**src/rtl/phyim_params.svh**
```systemverilog
// Constants of the PHY interrupt manager: register numbers, bit positions, timing.
// Assumes one includer per compile unit; guarded against double inclusion.
`ifndef PHYIM_PARAMS_SVH
`define PHYIM_PARAMS_SVH

// Register numbers on the serial management interface
`define PHYIM_REG_BASIC_STATUS    5'h01
`define PHYIM_REG_LP_ABILITY      5'h05
`define PHYIM_REG_AN_EXPANSION    5'h06
`define PHYIM_REG_MODE_CTRL       5'h11
`define PHYIM_REG_SOURCE_FLAGS    5'h1d
`define PHYIM_REG_ENABLE_MASK     5'h1e

// Status and control bit positions inside their registers
`define PHYIM_BIT_AN_COMPLETE     5
`define PHYIM_BIT_REMOTE_FAULT    4
`define PHYIM_BIT_LINK_STATUS     2
`define PHYIM_BIT_LP_ACK          14
`define PHYIM_BIT_PAR_DET_FAULT   4
`define PHYIM_BIT_PAGE_RECEIVED   1
`define PHYIM_BIT_ENERGY          1
`define PHYIM_BIT_ALT_SELECT      6

// Flag positions in the source-flag and mask registers
`define PHYIM_FLAG_LINK_UP        9
`define PHYIM_FLAG_WAKE           8
`define PHYIM_FLAG_ENERGY         7
`define PHYIM_FLAG_AN_DONE        6
`define PHYIM_FLAG_REMOTE_FAULT   5
`define PHYIM_FLAG_LINK_DOWN      4
`define PHYIM_FLAG_LP_ACK         3
`define PHYIM_FLAG_PAR_FAULT      2
`define PHYIM_FLAG_PAGE_RX        1

// Values
`define PHYIM_UNMAPPED_DATA       16'hFFFF
`define PHYIM_ZERO16              16'h0000
`define PHYIM_FLAGS_RESET         9'h000
`define PHYIM_READ_CLEAR_PAIR     9'h018
`define PHYIM_AN_CLEAR_PAIR       9'h003
`define PHYIM_LINK_DOWN_ONLY      9'h008

// Management frame
`define PHYIM_PREAMBLE_BITS       6'd32
`define PHYIM_ADDR_BITS           4'd10
`define PHYIM_TA_DATA_BITS        5'd18
`define PHYIM_OP_READ             2'b10
`define PHYIM_OP_WRITE            2'b01

// Timing of the late energy-present assertion
`define PHYIM_CLK_KHZ             50000
`define PHYIM_ENERGY_DELAY_MS     1000
`define PHYIM_ENERGY_PULSE_MS     256

`endif

```
**src/rtl/phyim_pkg.sv**
```systemverilog
// Types shared by the PHY interrupt manager and its management-frame slave.
// Assumes phyim_params.svh supplies all numeric constants.
package phyim_pkg;

  typedef logic [9:1] phyim_flags_t;

  typedef struct packed {
    logic [4:0]  addr;
    logic [15:0] data;
  } phyim_mreq_s;

  typedef enum logic [2:0] {
    MF_PREAMBLE,
    MF_START,
    MF_OPCODE,
    MF_ADDRESS,
    MF_PAYLOAD
  } phyim_frame_e;

  typedef enum logic [1:0] {
    LATE_IDLE,
    LATE_WAIT,
    LATE_PULSE
  } phyim_late_e;

endpackage

```
**src/rtl/phyim_mdio_slave.sv**
```systemverilog
// Serial management frame slave: decodes read and write frames on the data/clock pair.
// Assumes the clock is at least four times faster than the management clock.
`timescale 1ns/1ns
`include "phyim_params.svh"

module phyim_mdio_slave
  import phyim_pkg::*;
(
  input  wire logic        ref_clk_i,
  input  wire logic        reset_i,
  input  wire logic        mdc_i,
  input  wire logic        mdio_i,
  input  wire logic [4:0]  phy_addr_i,
  input  wire logic [15:0] rd_data_i,
  output logic             rd_pulse_o,
  output logic             wr_pulse_o,
  output phyim_mreq_s      req_o,
  output logic             mdio_o,
  output logic             mdio_oe_o
);

  logic [2:0]   mdc_sync_ff;
  logic [1:0]   dat_sync_ff;
  phyim_frame_e state_ff;
  logic [5:0]   cnt_ff;
  logic [1:0]   op_ff;
  logic [15:0]  shift_ff;
  logic [15:0]  out_ff;
  logic         rd_active_ff;
  logic [4:0]   out_step_ff;

  wire       mdc_rise = mdc_sync_ff[1] & ~mdc_sync_ff[2];
  wire       mdc_fall = ~mdc_sync_ff[1] & mdc_sync_ff[2];
  wire       bit_in   = dat_sync_ff[1];
  wire [9:0] addr_sh  = {shift_ff[8:0], bit_in};
  wire       addr_hit = (addr_sh[9:5] == phy_addr_i);
  wire       adr_last = (state_ff == MF_ADDRESS) && (cnt_ff[3:0] == `PHYIM_ADDR_BITS - 4'd1);
  wire       pay_last = (state_ff == MF_PAYLOAD) && (cnt_ff[4:0] == `PHYIM_TA_DATA_BITS - 5'd1);
  wire       rd_start = mdc_rise && adr_last && addr_hit && (op_ff == `PHYIM_OP_READ);

  always_ff @(posedge ref_clk_i or posedge reset_i)
  begin
    if (reset_i)
    begin
      mdc_sync_ff <= 3'h0;
      dat_sync_ff <= 2'h0;
    end
    else
    begin
      mdc_sync_ff <= {mdc_sync_ff[1:0], mdc_i};
      dat_sync_ff <= {dat_sync_ff[0], mdio_i};
    end
  end

  // Frame decode on management clock rising edges
  always_ff @(posedge ref_clk_i or posedge reset_i)
  begin
    if (reset_i)
    begin
      state_ff   <= MF_PREAMBLE;
      cnt_ff     <= 6'h00;
      op_ff      <= 2'h0;
      shift_ff   <= 16'h0000;
      req_o      <= '0;
      rd_pulse_o <= 1'b0;
      wr_pulse_o <= 1'b0;
    end
    else
    begin
      rd_pulse_o <= rd_start;
      wr_pulse_o <= 1'b0;
      if (mdc_rise)
      begin
        shift_ff <= {shift_ff[14:0], bit_in};
        cnt_ff   <= cnt_ff + 6'h01;
        unique case (state_ff)
          MF_PREAMBLE:
          begin
            if (bit_in)
              cnt_ff <= (cnt_ff == `PHYIM_PREAMBLE_BITS) ? cnt_ff : cnt_ff + 6'h01;
            else if (cnt_ff == `PHYIM_PREAMBLE_BITS)
              state_ff <= MF_START;
            else
              cnt_ff <= 6'h00;
          end
          MF_START:
          begin
            state_ff <= bit_in ? MF_OPCODE : MF_PREAMBLE;
            cnt_ff   <= 6'h00;
          end
          MF_OPCODE:
          begin
            op_ff <= {op_ff[0], bit_in};
            if (cnt_ff[0])
            begin
              state_ff <= MF_ADDRESS;
              cnt_ff   <= 6'h00;
            end
          end
          MF_ADDRESS:
          begin
            if (adr_last)
            begin
              req_o.addr <= addr_sh[4:0];
              cnt_ff     <= 6'h00;
              state_ff   <= (addr_hit && (op_ff == `PHYIM_OP_READ || op_ff == `PHYIM_OP_WRITE)) ?
                            MF_PAYLOAD : MF_PREAMBLE;
            end
          end
          MF_PAYLOAD:
          begin
            if (pay_last)
            begin
              state_ff <= MF_PREAMBLE;
              cnt_ff   <= 6'h00;
              if (op_ff == `PHYIM_OP_WRITE)
              begin
                req_o.data <= {shift_ff[14:0], bit_in};
                wr_pulse_o <= 1'b1;
              end
            end
          end
        endcase
      end
    end
  end

  // Read data is launched on falling edges: turnaround, driven zero, then 16 bits
  always_ff @(posedge ref_clk_i or posedge reset_i)
  begin
    if (reset_i)
    begin
      rd_active_ff <= 1'b0;
      out_step_ff  <= 5'h00;
      out_ff       <= 16'h0000;
      mdio_o       <= 1'b0;
      mdio_oe_o    <= 1'b0;
    end
    // Snapshot one edge after the address lands, so the register mux already decodes it
    else if (rd_pulse_o)
    begin
      rd_active_ff <= 1'b1;
      out_step_ff  <= 5'h00;
      out_ff       <= rd_data_i;
    end
    else if (rd_active_ff && mdc_fall)
    begin
      out_step_ff <= out_step_ff + 5'h01;
      if (out_step_ff == 5'h01)
      begin
        mdio_oe_o <= 1'b1;
        mdio_o    <= 1'b0;
      end
      else if (out_step_ff == `PHYIM_TA_DATA_BITS)
      begin
        mdio_oe_o    <= 1'b0;
        mdio_o       <= 1'b0;
        rd_active_ff <= 1'b0;
      end
      else if (out_step_ff != 5'h00)
      begin
        mdio_o <= out_ff[15];
        out_ff <= {out_ff[14:0], 1'b0};
      end
    end
  end

endmodule // phyim_mdio_slave

```
**src/rtl/phyim_top.sv**
```systemverilog
// PHY management and interrupt logic for one port: register access, flags, mask, combined interrupt.
// Assumes PHY status inputs come from logic on ref_clk_i; MDC/MDIO come from pins.
//
// Overview of operation
// All PHY registers are reached over the two-wire serial management interface.
// Reads of unimplemented register addresses return all ones.
// Mask bit in register 30 sits at its flag's position in register 29, bits 9..1.
// Reading register 29 reports the pending interrupt causes.
// Flags with their mask bit set are ORed into one internal interrupt.
// The combined interrupt is mirrored as this port's system status event bit.
// Both release styles assert the interrupt identically; only release differs.
// After reset the read-clear release style is active.
// Writing one to the alternate select bit chooses write-one-recheck release.
// Flags set on rising sources, and link-down on falling link status.
// Read-clear: flag clears on source fall or register 29 read; link-down read only.
// Read-clear: reading register 1 also clears remote-fault and link-down flags.
// Read-clear: register 6 read, negotiation restart or link down clear bits 2 and 1.
// Link-up source is the internal link state, not visible in any register.
// Wake source is the OR of wake-control bits 7:4 ANDed with bits 3:0.
// Energy flag released while energy high re-asserts the interrupt 256 ms about 1 s after loss.
// Software should clear the energy mask bit when servicing that interrupt.
// Energy bit starts at one, so its flag reads one after power-up.
// Alternate style: software removes the cause, then writes one to the flag.
// A written one re-checks the source; link-down releases when link status is high.
// If the release condition holds, the flag and its contribution clear.
// If the release condition fails, the flag stays set and the interrupt stays.
// Flags latch regardless of mask; the mask gates only the interrupt.
`timescale 1ns/1ns
`include "phyim_params.svh"

module phyim_top
  import phyim_pkg::*;
#(
  parameter int unsigned ENERGY_DELAY_CYC = `PHYIM_ENERGY_DELAY_MS * `PHYIM_CLK_KHZ,
  parameter int unsigned ENERGY_PULSE_CYC = `PHYIM_ENERGY_PULSE_MS * `PHYIM_CLK_KHZ
)
(
  input  wire logic        ref_clk_i,
  input  wire logic        reset_i,
  input  wire logic        mdc_i,
  input  wire logic        mdio_i,
  output logic             mdio_o,
  output logic             mdio_oe_o,
  input  wire logic [4:0]  phy_addr_i,
  input  wire logic        internal_link_state_i,
  input  wire logic [7:0]  wake_control_status_i,
  input  wire logic        line_energy_present_i,
  input  wire logic        an_complete_i,
  input  wire logic        remote_fault_i,
  input  wire logic        link_status_i,
  input  wire logic        lp_acknowledge_i,
  input  wire logic        par_det_fault_i,
  input  wire logic        page_received_i,
  input  wire logic        an_restart_i,
  output logic             phy_irq_o,
  output logic             port_a_event_o
);

  function automatic logic addr_known(input logic [4:0] a);
    addr_known = (a == `PHYIM_REG_BASIC_STATUS) || (a == `PHYIM_REG_LP_ABILITY) ||
                 (a == `PHYIM_REG_AN_EXPANSION) || (a == `PHYIM_REG_MODE_CTRL) ||
                 (a == `PHYIM_REG_SOURCE_FLAGS) || (a == `PHYIM_REG_ENABLE_MASK);
  endfunction

  phyim_flags_t flags_ff;
  phyim_flags_t mask_ff;
  phyim_flags_t prev_ff;
  logic         alt_sel_ff;
  logic         armed_ff;
  phyim_late_e  late_ff;
  logic [31:0]  late_cnt_ff;
  logic         irq_ff;
  logic         event_ff;

  logic         rd_pulse;
  logic         wr_pulse;
  phyim_mreq_s  req;
  logic [15:0]  rd_data;

  // Serial management access to every register
  phyim_mdio_slave u_mdio
  (
    .ref_clk_i  (ref_clk_i),
    .reset_i    (reset_i),
    .mdc_i      (mdc_i),
    .mdio_i     (mdio_i),
    .phy_addr_i (phy_addr_i),
    .rd_data_i  (rd_data),
    .rd_pulse_o (rd_pulse),
    .wr_pulse_o (wr_pulse),
    .req_o      (req),
    .mdio_o     (mdio_o),
    .mdio_oe_o  (mdio_oe_o)
  );

  wire rd_flags  = rd_pulse && (req.addr == `PHYIM_REG_SOURCE_FLAGS);
  wire rd_status = rd_pulse && (req.addr == `PHYIM_REG_BASIC_STATUS);
  wire rd_expan  = rd_pulse && (req.addr == `PHYIM_REG_AN_EXPANSION);
  wire wr_flags  = wr_pulse && (req.addr == `PHYIM_REG_SOURCE_FLAGS);
  wire wr_mask   = wr_pulse && (req.addr == `PHYIM_REG_ENABLE_MASK);
  wire wr_mode   = wr_pulse && (req.addr == `PHYIM_REG_MODE_CTRL);

  wire wake_event = |(wake_control_status_i[7:4] & wake_control_status_i[3:0]);

  // Source vector; the link-down source is the inverted link status
  phyim_flags_t src;
  assign src = {internal_link_state_i,
                wake_event,
                line_energy_present_i,
                an_complete_i,
                remote_fault_i,
                ~link_status_i,
                lp_acknowledge_i,
                par_det_fault_i,
                page_received_i};

  phyim_flags_t rise;
  phyim_flags_t fall;
  phyim_flags_t prim_clr;
  phyim_flags_t alt_clr;
  phyim_flags_t clr;
  phyim_flags_t nxt_flags;

  assign rise = src & ~prev_ff;
  assign fall = ~src & prev_ff;

  // Read-clear release: source fall, register reads, negotiation events
  assign prim_clr = (fall & ~`PHYIM_LINK_DOWN_ONLY)
                  | {9{rd_flags}}
                  | (rd_status ? `PHYIM_READ_CLEAR_PAIR : `PHYIM_FLAGS_RESET)
                  | ((rd_expan || an_restart_i || rise[`PHYIM_FLAG_LINK_DOWN]) ?
                     `PHYIM_AN_CLEAR_PAIR : `PHYIM_FLAGS_RESET);

  // Write-one-recheck release: a written one clears only if its source is low
  assign alt_clr = wr_flags ? (req.data[9:1] & ~src) : `PHYIM_FLAGS_RESET;

  assign clr       = alt_sel_ff ? alt_clr : prim_clr;
  assign nxt_flags = rise | (flags_ff & ~clr);

  // Mask as it stands after this edge, so a mask write reaches the interrupt with the flags
  phyim_flags_t nxt_mask;
  assign nxt_mask = wr_mask ? req.data[9:1] : mask_ff;

  wire energy_released = clr[`PHYIM_FLAG_ENERGY] && flags_ff[`PHYIM_FLAG_ENERGY] &&
                         !rise[`PHYIM_FLAG_ENERGY] && src[`PHYIM_FLAG_ENERGY] &&
                         mask_ff[`PHYIM_FLAG_ENERGY];
  wire late_active = (late_ff == LATE_PULSE);
  wire nxt_irq     = (|(nxt_flags & nxt_mask)) || late_active;

  // Register read mux
  assign rd_data = (req.addr == `PHYIM_REG_BASIC_STATUS) ?
                     (`PHYIM_ZERO16 | (16'(an_complete_i)  << `PHYIM_BIT_AN_COMPLETE)
                                    | (16'(remote_fault_i) << `PHYIM_BIT_REMOTE_FAULT)
                                    | (16'(link_status_i)  << `PHYIM_BIT_LINK_STATUS)) :
                   (req.addr == `PHYIM_REG_LP_ABILITY) ?
                     (16'(lp_acknowledge_i) << `PHYIM_BIT_LP_ACK) :
                   (req.addr == `PHYIM_REG_AN_EXPANSION) ?
                     ((16'(par_det_fault_i) << `PHYIM_BIT_PAR_DET_FAULT)
                     | (16'(page_received_i) << `PHYIM_BIT_PAGE_RECEIVED)) :
                   (req.addr == `PHYIM_REG_MODE_CTRL) ?
                     ((16'(alt_sel_ff) << `PHYIM_BIT_ALT_SELECT)
                     | (16'(line_energy_present_i) << `PHYIM_BIT_ENERGY)) :
                   (req.addr == `PHYIM_REG_SOURCE_FLAGS) ? {6'h00, flags_ff, 1'b0} :
                   (req.addr == `PHYIM_REG_ENABLE_MASK)  ? {6'h00, mask_ff, 1'b0} :
                   `PHYIM_UNMAPPED_DATA;

  // Flags, edge history and configuration
  always_ff @(posedge ref_clk_i or posedge reset_i)
  begin
    if (reset_i)
    begin
      flags_ff   <= `PHYIM_FLAGS_RESET;
      prev_ff    <= `PHYIM_FLAGS_RESET;
      mask_ff    <= `PHYIM_FLAGS_RESET;
      alt_sel_ff <= 1'b0;
    end
    else
    begin
      flags_ff <= nxt_flags;
      prev_ff  <= src;
      if (wr_mask)
        mask_ff <= req.data[9:1];
      if (wr_mode)
        alt_sel_ff <= req.data[`PHYIM_BIT_ALT_SELECT];
    end
  end

  // Late energy-present assertion after a release with energy still present
  always_ff @(posedge ref_clk_i or posedge reset_i)
  begin
    if (reset_i)
    begin
      armed_ff    <= 1'b0;
      late_ff     <= LATE_IDLE;
      late_cnt_ff <= 32'h0000_0000;
    end
    else
    begin
      if (energy_released)
        armed_ff <= 1'b1;
      else if (!mask_ff[`PHYIM_FLAG_ENERGY] || (late_ff == LATE_WAIT))
        armed_ff <= 1'b0;
      unique case (late_ff)
        LATE_IDLE:
          if (armed_ff && fall[`PHYIM_FLAG_ENERGY])
          begin
            late_ff     <= LATE_WAIT;
            late_cnt_ff <= ENERGY_DELAY_CYC - 32'd1;
          end
        LATE_WAIT:
          if (late_cnt_ff == 32'h0000_0000)
          begin
            late_ff     <= LATE_PULSE;
            late_cnt_ff <= ENERGY_PULSE_CYC - 32'd1;
          end
          else
            late_cnt_ff <= late_cnt_ff - 32'd1;
        LATE_PULSE:
          if (late_cnt_ff == 32'h0000_0000)
            late_ff <= LATE_IDLE;
          else
            late_cnt_ff <= late_cnt_ff - 32'd1;
        default:
          late_ff <= LATE_IDLE;
      endcase
    end
  end

  // Interrupt line and its system status mirror
  always_ff @(posedge ref_clk_i or posedge reset_i)
  begin
    if (reset_i)
    begin
      irq_ff   <= 1'b0;
      event_ff <= 1'b0;
    end
    else
    begin
      irq_ff   <= nxt_irq;
      event_ff <= nxt_irq;
    end
  end

  assign phy_irq_o      = irq_ff;
  assign port_a_event_o = event_ff;
endmodule // phyim_top

```
**config.mk**
```make
export PLATFORM = sky130hd
export DESIGN_NAME = phyim_top
export DESIGN_NICKNAME = d
export VERILOG_FILES = /design/src/rtl/phyim_pkg.sv /design/src/rtl/phyim_mdio_slave.sv /design/src/rtl/phyim_top.sv
export VERILOG_INCLUDE_DIRS = /design/src /design/src/rtl
export SDC_FILE = /design/constraint.sdc
export NUM_CORES = 1
export LEC_CHECK = 0
export BUFFER_PORTS_ARGS = -buffer_cell sky130_fd_sc_hd__buf_2
export CAP_MARGIN = 20
export CORE_MARGIN = 2
export CORE_UTILIZATION = 40
export DETAILED_ROUTE_END_ITERATION = 10
export GPL_TIMING_DRIVEN = 0
export PLACE_DENSITY = 0.64
export SLEW_MARGIN = 20
export SYNTH_ARGS = -nofsm -noshare
export SYNTH_HDL_FRONTEND = slang
export SYNTH_SLANG_ARGS = --single-unit
```
**constraint.sdc**
```tcl
create_clock -name ref_clk_i -period 4.9 [get_ports ref_clk_i]
set_input_delay 0.245 -clock ref_clk_i [delete_from_list [all_inputs] [get_ports ref_clk_i]]
set_output_delay 0.245 -clock ref_clk_i [all_outputs]
set_load 0.03 [all_outputs]
```
* After elaboration in Yosys (flattened, before gate mapping)
Index checks and enable logic that the tools add are counted.
** Storage, ports and cells
- Flip-flop bits (word level) :: 130
- Latch bits :: 0
- Bits in writable memories :: 0
- ROM bits :: 0
- Bits of input ports :: 26
- Output and inout bits :: 4
- Word-level logic and storage cells :: 185
- Memories kept :: 0
** Cells by class
- Add/subtract/negate cells :: 3
- Multipliers :: 0
- Div/mod/pow operators :: 0
- Magnitude comparators :: 0
- Eq/ne operators :: 32
- Shift-type cells :: 0
- Mux-type cells :: 55
- Bitwise logic cells :: 23
- Reductions and logical operators :: 49
** Operator list (number)
- $mux 16 :: 11
- $mux 32 :: 3
- $pmux 32 s3 :: 1
- $and 9x9->9 :: 5
- $mux 6 :: 6
- $logic_not 32->1 :: 1
- $sub 32x1->32 const B :: 1
- $pmux 6 s5 :: 1
- $mux 9 :: 3
- $not 9->9 :: 3
- $eq 5x5->1 const B :: 5
- $logic_and 1x1->1 :: 18
- $mux 3 :: 6
- $or 9x9->9 :: 2
- $reduce_and 3->1 :: 6
- $ne 2x1->1 const B :: 8
- $mux 5 :: 3
- $pmux 3 s5 :: 1
- $mux 1 :: 14
- $eq 5x1->1 const B :: 2
- $eq 5x3->1 const B :: 2
- $mux 2 :: 5
- $reduce_bool 2->1 :: 5
- $or 9x2->9 :: 1
- 32 further kinds :: 49

* Longest topological paths before layout
- Word-level depth :: 14
- Gate-level depth with buffers :: 9

* By module
Synthesis repeated with hierarchy kept, for this count alone.
** Second synthesis, totals
- Cell total of the unflattened synthesis :: 772
- Area, all modules :: 7631.1 um^2
** By module, submodules not included
- phyim_top :: times used 1, cells each 443, area an instance 3993.8 um^2, seq. area each 1601.5 um^2
- phyim_mdio_slave :: times used 1, cells each 329, area an instance 3637.2 um^2, seq. area each 1951.9 um^2

* Worst setup path before layout
No wires, ideal clock.
- Path kind :: reg2reg
- Start point :: reg late_cnt_ff[17]
- End point :: reg late_cnt_ff[8]
- Setup time :: 0.121 ns
- Arrival time :: 2.379 ns
- Required time :: 4.779 ns
- Setup slack :: 2.400 ns
- Cell stages (with the launch flop) :: 9
- Path buffers :: 2
- Cells stage by stage :: dfrtp_1 or4_1 or3_4 nor4_4 a21o_1 buf_4 buf_6 a21oi_1 o22a_1
** Between the ends
- Word-level cells in the longest chain between the ends :: 3
- Elaborated cells between the ends (all ways) :: 5
- Classes of those cells :: eq/ne: 1; mux: 2; reduce/logical: 2
** RTL lines
- from (decl) :: RTL line phyim_top.sv:71 : logic [31:0] late_cnt_ff;
- from (signal assigned) :: RTL line phyim_top.sv:208 : late_cnt_ff <= ENERGY_DELAY_CYC - 32'd1;
- from (signal assigned) :: RTL line phyim_top.sv:214 : late_cnt_ff <= ENERGY_PULSE_CYC - 32'd1;
- from (signal assigned) :: RTL line phyim_top.sv:217 : late_cnt_ff <= late_cnt_ff - 32'd1;
- $logic_not 32->1 * :: RTL line phyim_top.sv:211, phyim_top.sv:219
- $mux 32 / $ne 2x2->1 (equally long branches)
- $pmux 32 s3 / $reduce_and 3->1 (equally long branches)
Every way passes the cells marked *; elsewhere a longest branch is shown, timed or not.
A chain may end at the register's enable or synchronous reset.

* Worst setup path after layout
- Start point :: reg late_cnt_ff[0]
- End point :: reg late_cnt_ff[28]
** Between the ends
- Word-level cells in the longest chain between the ends :: 3
- Elaborated cells between the ends (all ways) :: 7
- Classes of those cells :: add/sub: 1; eq/ne: 1; mux: 3; reduce/logical: 2
** RTL lines
- $sub 32x1->32 / $logic_not 32->1 (equally long branches)
- $mux 32, or another cell as far along :: RTL line phyim_top.sv:219 : if (late_cnt_ff == 32'h0000_0000)
- $pmux 32 s3 / $reduce_and 3->1 (equally long branches)
Parallel ways exist; a longest one is shown, timed or not. The select of a mux whose other input is x is not followed.

==> run_results.csv <==
group,metric,value,unit
outcome,outcome,"complete, no violations",
hold_path,hp-class,"in -> reg",
clocking,cts_buffers,17,
yosys,syn_inst,697,
detailed_routing,drcViolationCount,0,
timing,drv_slew,0,
timing,setup_slack,1.90,ns
critical_path,critPathLaunchType,"flip-flop",
placement,post-place-ws,1.97,ns
clocking,cts_tree,"done",
yosys,yosysWarnings,0,
finish,diodes,0,
detailed_routing,drtAntennaViolNets,0,
critical_path,slowest_stage,"nor4_1",
critical_path,path_class,"reg -> reg",
yosys,ys_types,66,
timing,rsz0062_at_grt,"no",
critical_path,worstPathRequired,5.20,ns
timing,period_needed,3.00,ns
detailed_routing,wl,15.9,mm
critical_path,cp.arrival,3.30,ns
finish,final_cell_mix,"dfrtp_1, nand2_1, nor2_1, a21oi_1, inv_1",
critical_path,crit_path_max_fanout,7,
clocking,clk_latency,0.42,ns
critical_path,r2r_cells,8,
timing,worst_slew_pin_slew,1.02,ns
die,die_y,134,um
critical_path,cp-startpoint,"late_cnt_ff[0]",
placement,place_inst,947,
die,dieArea,0.0178,mm2
critical_path,reg2reg_slack,1.90,ns
finish,final_nets,794,
finish,final_util,47.5,%
yosys,synth-main-ff-cell,"dfrtp_1",
clocking,cts_max_level,4,
pwr,leakagePower,3.49,nW
pwr,powerDensity,359,mW/mm2
yosys,syn_area,0.00671,mm2
die,start_util,40.8,%
finish,final_common_cell,"dfrtp_1",
timing,finalHoldViolCount,0,
detailed_routing,drt_pass1_iterations,5,
grt,antenna_found_initial,0,
yosys,synth_nets,739,
clocking,post_cts_resized,0,
timing,slew_headroom,31.1,%
finish,fin_cells,983,
hold_path,hold_path_startpoint,"lp_acknowledge_i",
timing,finalClockSkew,0.0105,ns
timing,post-route-period-util,61.1,%
run,cap_violations,0,
yosys,synth.avg_cell_area,9.63,um2
hold_path,min_to,"prev_ff[2]",
clocking,cts_root_buf,"clkbuf_16",
grt,grt_util_all_layers,18.5,%
finish,n_fill_cell,1520,
placement,gp_congestion,0.878,
grt,grt_pass1_wl,26.6,mm
yosys,synth_edf_count,0,
pwr,peakVddDrop,0.236,mV
grt,grt_pass1_vias,5363,
detailed_routing,wire_per_inst,16.1,um
die,row_count,47,
finish,drive_above_1_share,12.3,%
critical_path,path_cells,"inv_1 -> ha_1 -> nor3b_1 -> nand2_1 -> nor4_1 -> a21boi_0 -> a31o_2 -> a22o_1",
detailed_routing,num_vias,5586,
timing,tns,0,ns
timing,max_freq,334,MHz
critical_path,path_buf_inv,1,
yosys,ys_ff_latch,129,
critical_path,worst_setup_path_end_kind,"flip-flop",
die,core_area,0.0165,mm2
critical_path,rr_endpoint,"late_cnt_ff[28]",
clocking,clkTransAtPathRegs,0.06,ns
clocking,clock-sinks,129,
critical_path,r2r-start,"late_cnt_ff[0]",
timing,finalSetupViolCount,0,
detailed_routing,drt_iter0_drc,481,
grt,grt_max_degree,86,
yosys,synth-seq-area-share,48.1,%
placement,io_buffers,29,
critical_path,max_stage_delay,0.70,ns
clocking,max-clock-path-buffers,2,
detailed_routing,vias_per_cell,5.68,
hold_path,min_path_cells,1,
placement,dp_hpwl,11.2,mm
critical_path,path_delay_family,"simple AND/OR/NAND/NOR gates",
finish,syn_to_final_growth,16.5,%
die,die_x,134,um
pwr,power.total,2.81,mW
yosys,postSynth.asyncResetShare,100,%
die,ios,30,
grt,overflow,0,
## cell type report
cell class,count,area [um2],area share (%)
plain buffers,27,125,1.60
clock buffers,24,482,6.16
clock inverters,6,105,1.34
inverters,36,143,1.82
multi-input cells,505,3230,41.3
flip-flops and latches,129,3230,41.3
well taps,220,275,3.52
repair buffers,36,233,2.98
## timing repair
item,in CTS,in global routing
setup buffers,0,0
hold buffers,6,0
endpoints found under the hold margin,49,0
## metal layers
metal | part of all wire, % | global-route usage [%]
met1 | 48 | 26.5
met2 | 45 | 27.9
met3 | 5.2 | 3.65
met4 | 1.9 | 7.15
met5 | 0 | 0
## state kept, by name (all words and copies together), names as in the netlist, 2 cells and up
signal              count
u_mdio.op_ff            2
u_mdio.shift_ff         9
u_mdio.state_ff         3
u_mdio.out_step_ff      5
u_mdio.cnt_ff           6
late_cnt_ff            32
u_mdio.req_o           14
u_mdio.out_ff          16
mask_ff                 9
u_mdio.mdc_sync_ff      3
late_ff                 2
prev_ff                 9
flags_ff                9
u_mdio.dat_sync_ff      2
## power breakdown
| group | internal, mW | switching (mW) |
|---|---|---|
| Sequential | 1.14 | 0.0825 |
| Combinational | 0.136 | 0.183 |
| Clock | 0.831 | 0.438 |
## cells in the mapped netlist (all sizes together), types with 7 or more instances
master	instances	area [um2]
o22ai	12	75.1
dfrtp	129	3230
and2	7	43.8
mux2i	13	130
a22o	9	78.8
ha	16	200
a21o	7	52.6
nor2b	8	50.1
nor2	54	203
nand3	17	85.1
a31oi	18	113
nor3	21	105
o21ai	34	170
nor4	10	90.1
mux2	22	248
nand2b	13	81.3
a21oi	45	229
inv	36	135
nand2	82	315
clkbuf	21	78.8
nand4	7	43.8
o22a	9	78.8
## worst max-delay path by stage
stage / to / cells after the start
4_1_cts: late_cnt_ff[28] / 8
3_5_place_dp: late_cnt_ff[28] / 8
2_1_floorplan: alt_sel_ff / 1
6_report: late_cnt_ff[28] / 8
3_3_place_gp: late_cnt_ff[26] / 2
5_1_grt: late_cnt_ff[28] / 8
## kinds of logic after synthesis
logic type | share of synthesized area, %
compound gates | 19.7
simple gates | 18.4
buf+inv | 3.88
flops | 48.1
fa+ha+maj | 2.98
xor+xnor | 1.30
mux | 5.63
## stage by stage
stage | hold WS [ns] | instance area [um2]
floorplan | 0.276 | 6710
global placement | 0.331 | 7130
CTS | 0.00664 | 7820
detailed placement | 0.265 | 7170
finish | 0.0242 | 7820
global route | 0.00671 | 7820
No activity file was read; power rests on OpenSTA's default activity.
